<file path="src/hw/line_ctrl_pkg.sv">
// constants for the line control port and clock reference block
`default_nettype none
package line_ctrl_pkg;
  // ----------------------------------------
  // sizes
  // ----------------------------------------
  localparam int CHANNELS  = 4;
  localparam int DATA_BITS = 8;
  localparam int SYNC_BITS = 16;
  // ----------------------------------------
  // timing
  // ----------------------------------------
  localparam int MCLK_PERIOD_NS  = 100;
  localparam int SERIAL_HALF_NS  = 500;
  // least half period, so round up
  localparam int HALF_CYCLES =
    (SERIAL_HALF_NS + MCLK_PERIOD_NS - 1) / MCLK_PERIOD_NS;
  localparam logic [7:0] HALF_LAST = 8'(HALF_CYCLES - 1);
  localparam logic [2:0] BIT_LAST  = 3'(DATA_BITS - 1);
  // ----------------------------------------
  // positions inside the synchroniser vector
  // ----------------------------------------
  localparam int SY_LOS   = 0;
  localparam int SY_SDI   = 4;
  localparam int SY_STRAP = 5;
  localparam int SY_MCLK  = 6;
  localparam int SY_MDAT  = 7;
  localparam int SY_LCLK  = 8;
  localparam int SY_FSYNC = 12;
  // ----------------------------------------
  // reset values
  // ----------------------------------------
  localparam logic [3:0] SELECT_IDLE = 4'hf;
  localparam logic       SCLK_IDLE   = 1'h1;
  // ----------------------------------------
  // serial port sequencer
  // ----------------------------------------
  typedef enum logic [2:0] {
    S_IDLE = 3'b000,
    S_LEAD = 3'b001,
    S_LOW  = 3'b010,
    S_HIGH = 3'b011,
    S_TAIL = 3'b100
  } serial_state_t;
endpackage
`default_nettype wire

</file>
<file path="src/hw/line_ctrl_port.sv">
// transceiver control port, monitor port, LOS merge and reference clocks
`timescale 1ns/1ns
`default_nettype none
module line_ctrl_port
  import line_ctrl_pkg::*;
(
  // clock, reset, enable
  input  wire logic       mclk,
  input  wire logic       rst_n,
  input  wire logic       clkEn,
  // loss of signal, per channel
  input  wire logic [3:0] extLosIn,
  input  wire logic [3:0] extLosEnable,
  input  wire logic [3:0] extLosPolarity,
  input  wire logic [3:0] internalLos,
  output var  logic [3:0] losAlarm,
  // transceiver serial port and monitor
  input  wire logic       portModeStrap,
  input  wire logic       portOutputEnable,
  input  wire logic       monitorClkIn,
  input  wire logic       monitorDataIn,
  input  wire logic       xcvrSerialIn,
  output var  logic [3:0] xcvrSelectN,
  output var  logic       xcvrSerialClk,
  output var  logic       xcvrSerialClkOeN,
  output var  logic       xcvrSerialOut,
  output var  logic       xcvrSerialOutOeN,
  // transfer request from the control side
  input  wire logic       xferStart,
  input  wire logic [1:0] xferChannel,
  input  wire logic [7:0] xferWrData,
  output var  logic       xferBusy,
  output var  logic       xferDone,
  output var  logic [7:0] xferRdData,
  // framer clocks and reference outputs
  input  wire logic [3:0] lineClkIn,
  input  wire logic [3:0] frameSyncIn,
  input  wire logic       refClockAEnable,
  input  wire logic       refClockBEnable,
  input  wire logic       refRateSelect,
  input  wire logic [1:0] refASource,
  input  wire logic [1:0] refBSource,
  output var  logic       refClockAOut,
  output var  logic       refClockAOeN,
  output var  logic       refClockBOut,
  output var  logic       refClockBOeN
);

  // ----------------------------------------
  // input synchronisers
  // ----------------------------------------
  logic [SYNC_BITS-1:0] syncA_reg;
  logic [SYNC_BITS-1:0] syncB_reg;

  always_ff @(posedge mclk)
  begin
    if (!rst_n)
    begin
      syncA_reg <= '0;
      syncB_reg <= '0;
    end
    else if (clkEn)
    begin
      syncA_reg <= {frameSyncIn, lineClkIn, monitorDataIn,
                    monitorClkIn, portModeStrap, xcvrSerialIn,
                    extLosIn};
      syncB_reg <= syncA_reg;
    end
  end

  logic [3:0] losSync;
  logic       sdiSync;
  logic       strapSync;
  logic       monClkSync;
  logic       monDatSync;
  logic [3:0] lineClkSync;
  logic [3:0] fsyncSync;

  assign losSync     = syncB_reg[SY_LOS +: 4];
  assign sdiSync     = syncB_reg[SY_SDI];
  assign strapSync   = syncB_reg[SY_STRAP];
  assign monClkSync  = syncB_reg[SY_MCLK];
  assign monDatSync  = syncB_reg[SY_MDAT];
  assign lineClkSync = syncB_reg[SY_LCLK +: 4];
  assign fsyncSync   = syncB_reg[SY_FSYNC +: 4];

  // ----------------------------------------
  // loss of signal merge
  // ----------------------------------------
  logic [3:0] losAlarm_next;

  always_comb
  begin
    // xor with polarity turns an active-low input into active high
    losAlarm_next = internalLos |
      (extLosEnable & (losSync ^ extLosPolarity));
  end

  always_ff @(posedge mclk)
  begin
    if (!rst_n)
      losAlarm <= '0;
    else if (clkEn)
      losAlarm <= losAlarm_next;
  end

  // ----------------------------------------
  // serial port sequencer and pin mux
  // ----------------------------------------
  serial_state_t state_reg, state_next;
  logic [7:0] halfCnt_reg, halfCnt_next;
  logic [2:0] bitCnt_reg, bitCnt_next;
  logic [7:0] txShift_reg, txShift_next;
  logic [7:0] rxShift_reg, rxShift_next;
  logic       sclk_reg, sclk_next;
  logic       sdo_reg, sdo_next;
  logic [3:0] select_next;
  logic       busy_next;
  logic       done_next;
  logic [7:0] rdData_next;
  logic       pinClk_next;
  logic       pinDat_next;
  logic       pinOeN_next;

  always_comb
  begin
    state_next   = state_reg;
    halfCnt_next = halfCnt_reg;
    bitCnt_next  = bitCnt_reg;
    txShift_next = txShift_reg;
    rxShift_next = rxShift_reg;
    sclk_next    = sclk_reg;
    sdo_next     = sdo_reg;
    select_next  = xcvrSelectN;
    busy_next    = xferBusy;
    done_next    = 1'b0;
    rdData_next  = xferRdData;
    if (halfCnt_reg != 8'h00)
      halfCnt_next = halfCnt_reg - 8'h01;
    unique case (state_reg)
      S_IDLE:
      begin
        sclk_next   = SCLK_IDLE;
        select_next = SELECT_IDLE;
        if (xferStart && !strapSync)
        begin
          // only the target line goes low
          select_next[xferChannel] = 1'b0;
          txShift_next = xferWrData;
          bitCnt_next  = 3'h0;
          halfCnt_next = HALF_LAST;
          busy_next    = 1'b1;
          state_next   = S_LEAD;
        end
      end
      S_LEAD:
        if (halfCnt_reg == 8'h00)
        begin
          sclk_next    = 1'b0;
          sdo_next     = txShift_reg[7];
          txShift_next = {txShift_reg[6:0], 1'b0};
          halfCnt_next = HALF_LAST;
          state_next   = S_LOW;
        end
      S_LOW:
        if (halfCnt_reg == 8'h00)
        begin
          sclk_next    = 1'b1;
          rxShift_next = {rxShift_reg[6:0], sdiSync};
          halfCnt_next = HALF_LAST;
          state_next   = S_HIGH;
        end
      S_HIGH:
        if (halfCnt_reg == 8'h00)
        begin
          halfCnt_next = HALF_LAST;
          if (bitCnt_reg == BIT_LAST)
            state_next = S_TAIL;
          else
          begin
            sclk_next    = 1'b0;
            sdo_next     = txShift_reg[7];
            txShift_next = {txShift_reg[6:0], 1'b0};
            bitCnt_next  = bitCnt_reg + 3'h1;
            state_next   = S_LOW;
          end
        end
      S_TAIL:
        if (halfCnt_reg == 8'h00)
        begin
          select_next = SELECT_IDLE;
          busy_next   = 1'b0;
          done_next   = 1'b1;
          rdData_next = rxShift_reg;
          state_next  = S_IDLE;
        end
      default:
        state_next = S_IDLE;
    endcase
    // the strap takes the pins away, so a running transfer is dropped
    if (strapSync && state_reg != S_IDLE)
    begin
      state_next  = S_IDLE;
      select_next = SELECT_IDLE;
      busy_next   = 1'b0;
      sclk_next   = SCLK_IDLE;
    end
    if (strapSync)
    begin
      pinClk_next = monClkSync;
      pinDat_next = monDatSync;
      pinOeN_next = !portOutputEnable;
    end
    else
    begin
      pinClk_next = sclk_next;
      pinDat_next = sdo_next;
      pinOeN_next = 1'b0;
    end
  end

  always_ff @(posedge mclk)
  begin
    if (!rst_n)
    begin
      state_reg        <= S_IDLE;
      halfCnt_reg      <= 8'h00;
      bitCnt_reg       <= 3'h0;
      txShift_reg      <= 8'h00;
      rxShift_reg      <= 8'h00;
      sclk_reg         <= SCLK_IDLE;
      sdo_reg          <= 1'b0;
      xcvrSelectN      <= SELECT_IDLE;
      xferBusy         <= 1'b0;
      xferDone         <= 1'b0;
      xferRdData       <= 8'h00;
      xcvrSerialClk    <= SCLK_IDLE;
      xcvrSerialOut    <= 1'b0;
      xcvrSerialClkOeN <= 1'b0;
      xcvrSerialOutOeN <= 1'b0;
    end
    else if (clkEn)
    begin
      state_reg        <= state_next;
      halfCnt_reg      <= halfCnt_next;
      bitCnt_reg       <= bitCnt_next;
      txShift_reg      <= txShift_next;
      rxShift_reg      <= rxShift_next;
      sclk_reg         <= sclk_next;
      sdo_reg          <= sdo_next;
      xcvrSelectN      <= select_next;
      xferBusy         <= busy_next;
      xferDone         <= done_next;
      xferRdData       <= rdData_next;
      xcvrSerialClk    <= pinClk_next;
      xcvrSerialOut    <= pinDat_next;
      xcvrSerialClkOeN <= pinOeN_next;
      xcvrSerialOutOeN <= pinOeN_next;
    end
  end

  // ----------------------------------------
  // reference clocks
  // ----------------------------------------
  function automatic logic refLevel(
    input logic       enable,
    input logic [1:0] source,
    input logic       fast,
    input logic [3:0] lineClk,
    input logic [3:0] fsync,
    input logic [3:0] los
  );
    // code n picks framer n+1, i.e. index n
    logic clk;
    clk = fast ? lineClk[source] : fsync[source];
    refLevel = enable && !los[source];
    refLevel = refLevel && clk;
  endfunction

  logic refA_next;
  logic refB_next;

  always_comb
  begin
    refA_next = refLevel(refClockAEnable, refASource, refRateSelect,
                         lineClkSync, fsyncSync, losAlarm);
    refB_next = refLevel(refClockBEnable, refBSource, refRateSelect,
                         lineClkSync, fsyncSync, losAlarm);
  end

  always_ff @(posedge mclk)
  begin
    if (!rst_n)
    begin
      refClockAOut <= 1'b0;
      refClockBOut <= 1'b0;
      refClockAOeN <= 1'b1;
      refClockBOeN <= 1'b1;
    end
    else if (clkEn)
    begin
      refClockAOut <= refA_next;
      refClockBOut <= refB_next;
      refClockAOeN <= !refClockAEnable;
      refClockBOeN <= !refClockBEnable;
    end
  end

  // ----------------------------------------
  // assertions
  // ----------------------------------------
  localparam int XFER_MAX = 200;
endmodule
`default_nettype wire

</file>
<file path="config.mk">
export PLATFORM = sky130hd
export DESIGN_NAME = line_ctrl_port
export DESIGN_NICKNAME = d
export VERILOG_FILES = /design/src/hw/line_ctrl_pkg.sv /design/src/hw/line_ctrl_port.sv
export SDC_FILE = /design/constraint.sdc
export NUM_CORES = 1
export LEC_CHECK = 0
export BUFFER_PORTS_ARGS = -buffer_cell sky130_fd_sc_hd__clkbuf_2
export CAP_MARGIN = 20
export CORE_AREA = 2 2 92 94
export DETAILED_ROUTE_END_ITERATION = 10
export DIE_AREA = 0 0 94 96
export HOLD_SLACK_MARGIN = 0.1
export PLACE_DENSITY = 0.75
export SYNTH_ARGS = -nofsm -noshare
export SYNTH_HDL_FRONTEND = slang
export SYNTH_SLANG_ARGS = --single-unit
</file>
<file path="constraint.sdc">
create_clock -name mclk -period 2.25 [get_ports mclk]
set_input_delay 0.1125 -clock mclk [delete_from_list [all_inputs] [get_ports mclk]]
set_output_delay 0.1125 -clock mclk [all_outputs]
set_load 0.01 [all_outputs]
</file>
; Yosys cells after proc, flatten, opt, wreduce, memory -nomap -nowiden
; Cells that the tools add are included.
[word_totals]
regBits = 89
out_inout_bits = 26
romBits = 0
ramBits = 0
n_memories = 0
latchBits = 0
word_cells = 133
[classes]
n_eq_ne = 14
div = 0
n_mul = 0
addsub = 2
bitwise_logic = 4
shifts = 0
reduce_logical = 28
magnitude_cmp = 4
n_mux = 60
[ops]
columns = operator, n
row1 = 8-bit 2-to-1 mux, 7
row2 = 3-bit 2-to-1 mux, 10
row3 = 1-bit 2-to-1 mux, 25
row4 = 8-bit one-hot mux with 3 select lines, 1
row5 = 8-bit one-hot mux with 2 select lines, 1
row6 = "3-bit inequality test, second input constant", 5
row7 = 3-bit one-hot mux with 5 select lines, 1
row8 = 1-bit binary-select mux with 2-bit select, 6
row9 = 4-bit 2-to-1 mux, 3
row10 = 6-bit AND reduction, 2
row11 = "2-bit by 3-bit less-than comparator with 1-bit output, second input constant", 3
row12 = 3-bit AND reduction, 3
row13 = 3-bit nonzero test, 3
row14 = 8-bit logical NOT, 1
row15 = "2-bit inequality test, second input constant", 4
row16 = 4-bit one-hot mux with 2 select lines, 1
row17 = 8-bit nonzero test, 1
row18 = "8-bit by 1-bit subtractor with 8-bit output, second input constant", 1
row19 = 1-bit logical AND, 7
row20 = "3-bit by 2-bit == test with 1-bit output, second input constant", 2
row21 = "3-bit == test, second input constant", 2
row22 = 1-bit logical NOT, 6
row23 = 3-bit one-hot mux with 2 select lines, 1
row24 = 5-bit AND reduction, 1
row25 = 14 further kinds, 15

; Depth between registers and ports, before layout
; Gate-level depths: netlist of the first run.
[logic_depth]
ltp_word = 8
depth_mapped = 9
ltp_nobuf = 9

; Worst setup path before layout of the first run
; Ideal clock, no wire load.
[synth_path]
path_kind = reg2reg
startpoint = register halfCnt_reg[0]
endpoint = register txShift_reg[7]
period_less_slack_ps = 2200
t_arrival_ps = 2121
setup_time_ps = 79
required_ps = 2171
setup_slack_ps = 50
stages_incl_launch_ff = 10
cell_sequence = dfxtp_1 inv_1 ha_1 or3b_2 nor2_8 inv_4 a2111oi_4 buf_6 nor2_2 a211oi_2
[synth_via]
elab_chain_len = 3
elab_cells_between_ends = 4
cone_classes = eq/ne (2) / reduce/logical (2)
[synth_lines]
columns = item, line
row1 = start: declaration, line_ctrl_port.sv:111  ; logic [7:0] halfCnt_reg, halfCnt_next;
row2 = start signal: assignment, line_ctrl_port.sv:245  ; halfCnt_reg <= halfCnt_next;
row3 = 8-bit logical NOT (*), "line_ctrl_port.sv:157, line_ctrl_port.sv:174"
row4 = 2-bit inequality test (no line), n/a
row5 = 6-bit AND reduction (no line) (*), n/a
row6 = end signal: assignment, line_ctrl_port.sv:247  ; txShift_reg <= txShift_next;
row7 = end: declaration, line_ctrl_port.sv:113  ; logic [7:0] txShift_reg, txShift_next;
; Mark *: on every way between the ends. The rest lies on a longest branch, timed or not.
; A chain may end at the register's enable or synchronous reset.

; Worst setup path in the final report of the first run
[layout_path]
startpoint = register halfCnt_reg[3]
endpoint = register txShift_reg[1]
; The elaborated chain is that of the path after synthesis.

==> impl_results.md, run 1 <==
* Outcome: completed
* Syn Nets at 460
* Nets at approximately 570
* Hold WC Path Type: primary input to flip-flop
* CTS tree: done
* DR vias at ~3300
* Slew @ Worst Pin at approximately 0.58 ns
* Mapped Area at 3810 um^2
* Worst Reg-to-Reg Cells at 7
* Die X at between 90 and 100 um
* GP Congestion at approximately 0.86
* DP Wirelength at just under 6 mm
* First drt pass iteration count at 4
* Vias/cell at roughly 5.2
* Clock skew at 0.0104 ns
* Worst hold slack at 0.128 ns
* Worst setup path start: halfCnt_reg[3]
* Vias in the first global route at 3184
* Post-route DRC violation count at 0
* RSZ-0062 raised after global routing: no
* Num ports at 76
* Register area share after synthesis at ~47%
* Max Root-Sink Buffers at 2
* Die area at 9020 um^2
* Synth warn at 0
* Crit Path Class: flip-flop to flip-flop
* First-pass GRT wire length at 14.2 mm
* DR iter-0 viols at between 150 and 200
* Die Y-Extent at 96 um
* Final hold violation count at 0
* CP Capture Type: flip-flop
* CTS Buf Count at 9
* Skew-Pair Late Insertion Delay at 0.34 ns
* Flops & latches, synth at between 80 and 90
* Type of origin of the critical path: flip-flop
* Reg2Reg Launch Point: halfCnt_reg[3]
* Num rows at 33
* CORE AREA at 8050 um^2
* Mean Syn Cell Area at between 9 and 10 um^2
* Number of synthesized flops with an enable pin at 0
* Hold-critical path depth at 3
* Critical path arrival at between 2 and 2.5 ns
* Setup TNS at 0 ns
* Leakage at 2.29 nW
* H-tree levels at 3
* PortBufs at 75
* Max-slew violations at 0
* Routed wire per std cell at roughly 13 um
* Final setup fails at 0
* Period utilization at 92.1%
* PwrDens at roughly 740 nW/um^2
* GRT Overall Usage at a little under 20%
* VDD IR-drop max at about 0.00045 V
* N_diodes at 0
* Clock Sinks at just under 90
* Area Growth Syn to Fin at 29.2%
* Fillers at around 700
* Unique masters post-synth at 47
* Largest net degree at the start of global routing at 39
* Initial antenna violation count at 0
* Gate Count Post-Synth at 405
* CTS Root Cell: clkbuf_8
* Initial core utilization at about 47%
* Worst EP required at ~2.5 ns
* Slew headroom at roughly three fifths
* Remaining antenna violation count at 0
* Crit path time final at roughly 2.1 ns
* Achievable Freq at roughly 0.48 GHz
* Grt ovf at 0
* Layout cells sized above 1 at a little under a quarter
* Max Cap Viol at 0
* Fraction of registers with async set/reset at 0%
* Main synth FF type: dfxtp_1
* HP Start: extLosEnable[3]
* CP Max Fanout at 16
* Post-Route WL at between 8 and 9 mm
* Clock transition at path regs at around 0.09 ns
## synth_stat cells (2+ instances only)
library cell	number	area [um^2]
nor3_1	6	30.0
nand2b_1	3	18.8
nor2_1	80	300
o211ai_1	2	15.0
o22ai_1	2	12.5
a211oi_1	9	67.6
nand2_1	19	71.3
and3_1	2	12.5
mux2_2	5	56.3
mux2i_1	61	611
nand4_1	5	31.3
o21ai_0	18	90.1
a32o_1	3	30.0
nor4_1	3	18.8
dfxtp_1	89	1780
nor2b_1	3	18.8
nand3_1	2	10.0
xnor2_1	3	26.3
ha_1	5	62.6
a21oi_1	21	105
or3_1	4	25.0
clkbuf_1	22	82.6
a31oi_1	3	18.8
inv_1	7	26.3
xor2_1	6	52.6
## stage by stage
stage | instance area (um^2) | total power, W | setup WS, ns | cells | utilization [%]
6_report | 4920 | 0.00365 | 0.179 | 626 | 61.2
5_1_grt | 4920 | 0.00383 | 0.0400 | 626 | 61.2
4_1_cts | 4940 | 0.00367 | 0.101 | 627 | 61.3
3_5_place_dp | 4340 | 0.00243 | 0.00614 | 575 | 53.9
3_3_place_gp | 4340 | 0.00240 | 0.0822 | 575 | 53.9
2_1_floorplan | 3810 | 0.00224 | 0.0502 | 405 | -
## placed cells by master (no fill, tap or decap), types with 3 or more instances in the layout
cell	synthesis	final
buf_4	1	15
a21oi_1	21	21
ha_1	5	5
clkbuf_8	0	10
xor2_1	6	6
inv_1	7	6
nand2b_1	3	3
a32o_1	3	3
dfxtp_1	89	89
nor2b_1	3	3
nand2_1	19	19
dlygate4sd3_1	0	35
nor3_1	6	6
nand4_1	5	5
mux2_2	5	5
o21ai_0	18	18
nor2_1	80	80
a211oi_1	9	9
clkbuf_2	0	75
a31oi_1	3	3
or3_1	4	4
xnor2_1	3	3
mux2i_1	61	61
## repair_timing
action                     4_1_cts  5_1_grt
pin swaps                        0        2
setup endpoints to repair        3        3
gates resized for setup          2        0
hold endpoints to repair        31        0
setup buffers                    0        1
hold buffers                    37        0
gates cloned                     0        0
## critical path: stages, from the launching register on
cell       delay (ns)
dfxtp_1          0.35
or4_4            0.59
nor2_8           0.18
inv_4            0.08
a2111oi_4        0.36
buf_12           0.19
nor2_1           0.05
a211oi_1         0.20
## report_power, final
group          switching, W  leakage (nW)  internal [W]  total, W
sequential        0.0000650         0.727       0.00167   0.00173
combinational      0.000388          1.46      0.000337  0.000725
clock              0.000539         0.110      0.000655   0.00119
## layer usage
metal  share of wire (%)  global-route usage, %  vias to the layer above
li1                    -                      -                     1645
met1                  44                   23.7                     1538
met2                  51                   34.9                       67
met3                 3.5                   2.82                       11
met4                 1.5                   7.85                        0
met5                   0                      0                        -
## final cells by class
class | instances | area [um^2] | share of cell area [%]
repair buffers | 126 | 858 | 17.4
inverters | 8 | 32.5 | 0.661
multi-input cells | 283 | 1900 | 38.6
clock buffers | 11 | 141 | 2.87
flip-flops and latches | 89 | 1780 | 36.2
well taps | 105 | 131 | 2.67
clock inverters | 4 | 77.6 | 1.58
## kinds of logic (layout without fill, tap and decap cells)
logic type | after synthesis | after routing | synth area share (%)
adders and majority gates | 5 | 5 | 1.64
muxes | 67 | 67 | 18.1
DFF | 89 | 89 | 46.7
and+or+nand+nor | 134 | 134 | 16.0
xor gates and xnor gates | 9 | 9 | 2.07
AOI/OAI and AO/OA | 68 | 68 | 11.9
buffers and inverters | 33 | 149 | 3.61
## final timing paths
kind	end	slack, ns
worst max-delay path	txShift_reg[1]	0.18
worst min-delay path	losAlarm[3]	0.13
worst max register to register	txShift_reg[1]	0.18
worst min register to register	xferDone	0.47
Power figures use the tool's default switching activity.
==> run 2, diff against run 1 <==
- HOLD_SLACK_MARGIN: 0.1 -> unset
- PLACE_DENSITY: 0.75 -> unset
- PLACE_DENSITY_LB_ADDON: unset -> 0.08
==> run 2 against run 1 <==
- clock power shrank 11%
- clock skew grew 0.0023 ns
- fmax shrank 1.9%
- hold slack lost 0.11 ns
- critical path depth is the same
- sequential power is essentially flat
- die area is the same
- sequential cell count is the same
- non-clock buffer count shrank 17
- power shrank 4.0%
- critical path type unchanged
==> impl_results.md, run 2 (synthesis results as in run 1) <==
* Outcome: completed
* Num rows at 33
* Clock skew at 0.0126 ns
* GP Congestion at between 0.8 and 0.9
* Critical path arrival at 2.38 ns
* Place WS at 0.0211 ns
* Initial core utilization at between 40% and 50%
* Post-route DRC violation count at 0
* Initial antenna violation count at 0
* Final hold violation count at 0
* Max-slew violations at 0
* Die X at 94 um
* PortBufs at 75
* Most frequent cells in the layout: dfxtp_1 (89), nor2_1 (80), clkbuf_2 (75)
* Clock Sinks at 89
* DR iter-0 viols at 93
* CTS Root Cell: clkbuf_8
* Achievable Freq at 0.474 GHz
* Slew @ Worst Pin at between 0.5 and 0.6 ns
* DR vias at between 3000 and 4000
* Final Cell Area at around 4700 um^2
* Final setup margin at roughly 0.14 ns
* First drt pass iteration count at 4
* Grt ovf at 0
* Skew-Pair Late Insertion Delay at around 0.36 ns
* Period utilization at a little over nine tenths
* Vias in the first global route at a little under 3000
* Nets at between 500 and 600
* Final setup fails at 0
* Largest net degree at the start of global routing at slightly above 40
* Bufs and invs on worst path at 2
* DP Wirelength at around 5.7 mm
* Critical Path, Cell by Cell: or4_4 -> nor2_8 -> inv_4 -> a2111oi_4 -> buf_12 -> nor2_1 -> a211oi_1
* CORE AREA at about 8100 um^2
* CTS Buf Count at 9
* Max Cap Viol at 0
* Pwr Total at roughly 0.0035 W
* Clock transition at path regs at 0.10 ns
* Layout cells sized above 1 at roughly a quarter
* GRT Overall Usage at about a fifth
* Max Root-Sink Buffers at 2
* Leading cell type in the layout, fill and taps excluded: dfxtp_1
* Vias/cell at around 5.1
* Type of origin of the critical path: flip-flop
* H-tree levels at 3
* Crit Path Class: flip-flop to flip-flop
* Kind of cell adding the most delay to the critical path: simple AND/OR/NAND/NOR gates
* CP max stage delay at between 0.5 and 0.6 ns
* Setup TNS at 0 ns
* N_diodes at 0
* Area Growth Syn to Fin at 24.3%
* Slew headroom at 62.0%
* Die area at between 9000 and 10000 um^2
* CP Max Fanout at 16
* CP Capture Type: flip-flop
* Num ports at 76
* Leakage at between 2 and 2.5 nW
* Remaining antenna violation count at 0
* Slowest cell on the critical path: or4_4
* VDD IR-drop max at between 0.0003 and 0.0004 V
* Die Y-Extent at 96 um
* CTS tree: done
* RSZ-0062 raised after global routing: no
* Routed wire per std cell at 13.2 um
* Post-Route WL at between 8 and 9 mm
* First-pass GRT wire length at 13.8 mm
* PwrDens at ~740 nW/um^2
* Final core occ at 58.8%
* Hold WC Path Type: primary input to flip-flop
* Worst EP required at roughly 2.5 ns
* Crit path time final at approximately 2.1 ns
* Cell Area, Placed at 4360 um^2
==> run 2: cell types whose count changed in the layout (fill, tap and decap cells not counted), sizes merged <==
cell	delta
bufinv	-2
clkbuf	-2
clkinv	+2
dlygate4sd3	-17
inv	+3
==> run 2: final timing paths <==
| kind | start | slack [ns] | cells after the start | to |
|---|---|---|---|---|
| max | halfCnt_reg[3] | 0.14 | 7 | txShift_reg[6] |
| min | internalLos[3] | 0.02 | 3 | losAlarm[3] |
| max reg2reg | halfCnt_reg[3] | 0.14 | 7 | txShift_reg[6] |
| min reg2reg | txShift_reg[0] | 0.46 | 2 | txShift_reg[0] |
==> run 2: where the power goes <==
group	leakage, nW	switching, W	internal, W
Clock	0.0991	0.000630	0.000432
Sequential	0.727	0.0000626	0.00167
Combinational	1.38	0.000383	0.000330
==> run 2: tightest hold or removal path, delay by kind of cell <==
kind / cells / cell delay [ns]
AOI/OAI and AO/OA: 2 / 0.16
buffers and inverters: 1 / 0.07
==> run 2: cell type report <==
class,count,area [um^2]
inverters,8,32.5
clock buffers,9,124
flip-flops and latches,89,1780
multi-input cells,283,1890
clock inverters,7,71.3
repair buffers,109,701
well taps,105,131
fillers,742,3320
==> run 2: metrics by stage <==
step	cells	hold WS, ns
2_1_floorplan	405	0.256
3_3_place_gp	576	0.346
3_5_place_dp	576	0.357
4_1_cts	610	0.00176
5_1_grt	610	0.0131
6_report	610	0.0214
==> run 2: routing by layer <==
metal	share of wire, %	global-route usage, %	up-vias
li1	-	-	1619
met1	47	25.2	1439
met2	49	31.5	48
met3	3.2	4.31	9
met4	1.3	7.97	0
met5	0	0	-
==> run 2: timing repair <==
action | 4_1_cts | 5_1_grt
buffers inserted | 0 | 0
endpoints found under the setup margin | 0 | 7
endpoints found under the hold margin | 18 | 0
gates resized for setup | 0 | 1
hold buffers | 18 | 0
==> run 3, diff against run 2 <==
- ABC_AREA: unset -> 1
- CORE_AREA: 2 2 92 94 -> 2 2 93 95
- DIE_AREA: 0 0 94 96 -> 0 0 95 97
==> run 3 against run 2 <==
- hold slack worse by 0.0097 ns
- fmax increased by 18%
- via count rose by 18%
- clock-buffer cell count unchanged
- sequential share of layout area shrank 1.2 points
- sequential power is 19% higher
- clock power grew 6%
==> impl_results.md, run 3 <==
* Mean Syn Cell Area at 7.41 um^2
* Gate Count Post-Synth at approximately 540
* Top cells by count, synth: dfxtp_1 (89), nor2_1 (84), o21ai_0 (77), nand2_1 (67), a21oi_1 (55)
* RSZ-0062 raised after global routing: no
* Synth Area in Compound Gates at approximately 22%
* Num rows at 33
* CP Max Fanout at 16
* Final core occ at roughly 60%
* Initial core utilization at between 40 and 50%
* Area of the multi-input gates at 1890 um^2
* Synth Area in Adders at 1.56%
* Register area share after synthesis at 44.3%
* Unique masters post-synth at a little over 40
* Area leader, netlist: dfxtp_1
* GP Congestion at approximately 0.89
* Multiplexer share of the synthesized area at 0%
* Final setup fails at 0
* Worst Reg-to-Reg Cells at 9
* Synth warn at 0
* Syn Nets at 597
* Largest net degree at the start of global routing at 40
* Type of origin of the critical path: flip-flop
* Remaining antenna violation count at 0
* Die Y-Extent at just under 100 um
* Leading cell type in the layout, fill and taps excluded: dfxtp_1
* Achievable Freq at between 0.5 and 0.6 GHz
* CP Capture Type: flip-flop
* Clock Sinks at just under 90
* Crit path time final at 1.79 ns
* DR iter-0 viols at between 90 and 100
* Mapped Area at about 4000 um^2
* DR vias at about 3700
* Max Cap Viol at 0
* Max-slew violations at 0
* Nets at ~700
* CTS Root Cell: clkbuf_8
* Fraction of registers with async set/reset at 0%
* DP Wirelength at about 6.3 mm
* Clock skew at roughly 0.012 ns
* CORE AREA at between 8000 and 9000 um^2
* Grt ovf at 0
* CTS Buf Count at 9
* Skew-Pair Late Insertion Delay at between 0.3 and 0.4 ns
* Crit Path Class: flip-flop to flip-flop
* Slew @ Worst Pin at 0.374 ns
* Clock transition at path regs at 0.10 ns
* Max Root-Sink Buffers at 2
* Leakage at about 2.2 nW
* Vias in the first global route at ~3300
* Most frequent cells in the layout: dfxtp_1 (89), nor2_1 (84), o21ai_0 (77)
* Register Area at 1780 um^2
* Final setup margin at between 0.4 and 0.5 ns
* Slew headroom at approximately 75%
* Synth top area cells: dfxtp_1 (44%), o21ai_0 (9.6%), nor2_1 (7.8%), a21oi_1 (6.8%), nand2_1 (6.3%)
* First-pass GRT wire length at 15.2 mm
* Period utilization at about four fifths
* Outcome: completed
* VDD IR-drop max at about 0.00042 V
* Place WS at just over 0.5 ns
* R2R Setup Slk at 0.46 ns
* CTS tree: done
* Initial antenna violation count at 0
* Top-count cell post-synth: dfxtp_1
* GRT Overall Usage at a little over 20%
* Fillers at about 770
* Post-Route WL at 9.15 mm
* Post-route DRC violation count at 0
* Final hold violation count at 0
* Area Growth Syn to Fin at 21.7%
* Hold WC Path Type: primary input to flip-flop
* PortBufs at between 70 and 80
* Layout cells sized above 1 at a little over a fifth
* Die X at 95 um
* First drt pass iteration count at 4
* Setup TNS at 0 ns
* Routed wire per std cell at 12.3 um
* N_diodes at 0
* Vias/cell at 4.96
* H-tree levels at 3
* Top cell type's share of synthesized area at between 40% and 50%
* Xor-xnor portion of the synthesized cell area at under 10%
* Simple-Gate Fraction of Synth Area at between 20% and 30%
* Worst EP required at 2.50 ns
* Largest family of logic cells by synthesized area: compound AO/OA/AOI/OAI gates
* Flops & latches, synth at 89
* PwrDens at 1050 nW/um^2
* Die area at 9220 um^2
* Hold-critical path depth at 3
* Num ports at between 70 and 80
* Critical path arrival at 2.04 ns
* Main synth FF type: dfxtp_1
* Number of synthesized flops with an enable pin at 0
run 3: report_power, final:
| group | switching [W] | internal, W |
|---|---|---|
| clock | 0.000601 | 0.000523 |
| combinational | 0.00124 | 0.000697 |
| sequential | 0.000186 | 0.00188 |
run 3: timing repair:
action	4_1_cts	5_1_grt
buffers inserted	0	0
hold endpoints to repair	22	0
resized for setup	0	0
hold buffers	22	0
run 3: metrics by stage:
stage                     cells  cell area [um^2]  hold WS [ns]  power [W]
after floorplan             542              4020         0.247    0.00358
after global placement      705              4470         0.336    0.00396
after detailed placement    705              4470         0.341    0.00401
after CTS                   743              4890      0.000776    0.00517
after global routing        743              4890        0.0103    0.00553
final                       743              4890        0.0117    0.00513
run 3: cell families after synthesis:
group	after synthesis
AND/OR/NAND/NOR	192
XOR/XNOR	6
adder cells (fa/ha/maj)	5
flip-flops	89
AO/OA/AOI/OAI	161
buffers and inverters	89
run 3: layout make-up:
cell class                 instances  area share [%]
sequential                        89            36.4
tap                              105            2.69
clock inverter                     7            1.59
clock buffer                       9            2.53
multi-input combinational        364            38.6
timing repair buffer             103            13.1
inverter                          66            5.07
run 3: worst paths after layout:
path / startpoint / endpoint
min: internalLos[3] / losAlarm[3]
min reg2reg: xferRdData[2] / xferRdData[2]
max reg2reg: halfCnt_reg[0] / txShift_reg[0]
max: halfCnt_reg[0] / txShift_reg[0]
run 3: critical path: stages (launching register included):
cell	delay (ns)
dfxtp_1	0.33
inv_1	0.13
ha_1	0.27
inv_2	0.07
nor2_4	0.12
nand2_2	0.10
o21ai_4	0.19
nand3_4	0.20
o21ai_0	0.22
a21oi_1	0.05
run 3: layer usage:
layer	wire length [um]	GRT usage, %	share of wire, %
met2	4390	33.4	48
met4	142	7.47	1.6
met5	0	0	0
met3	341	3.89	3.7
met1	4270	26.4	47
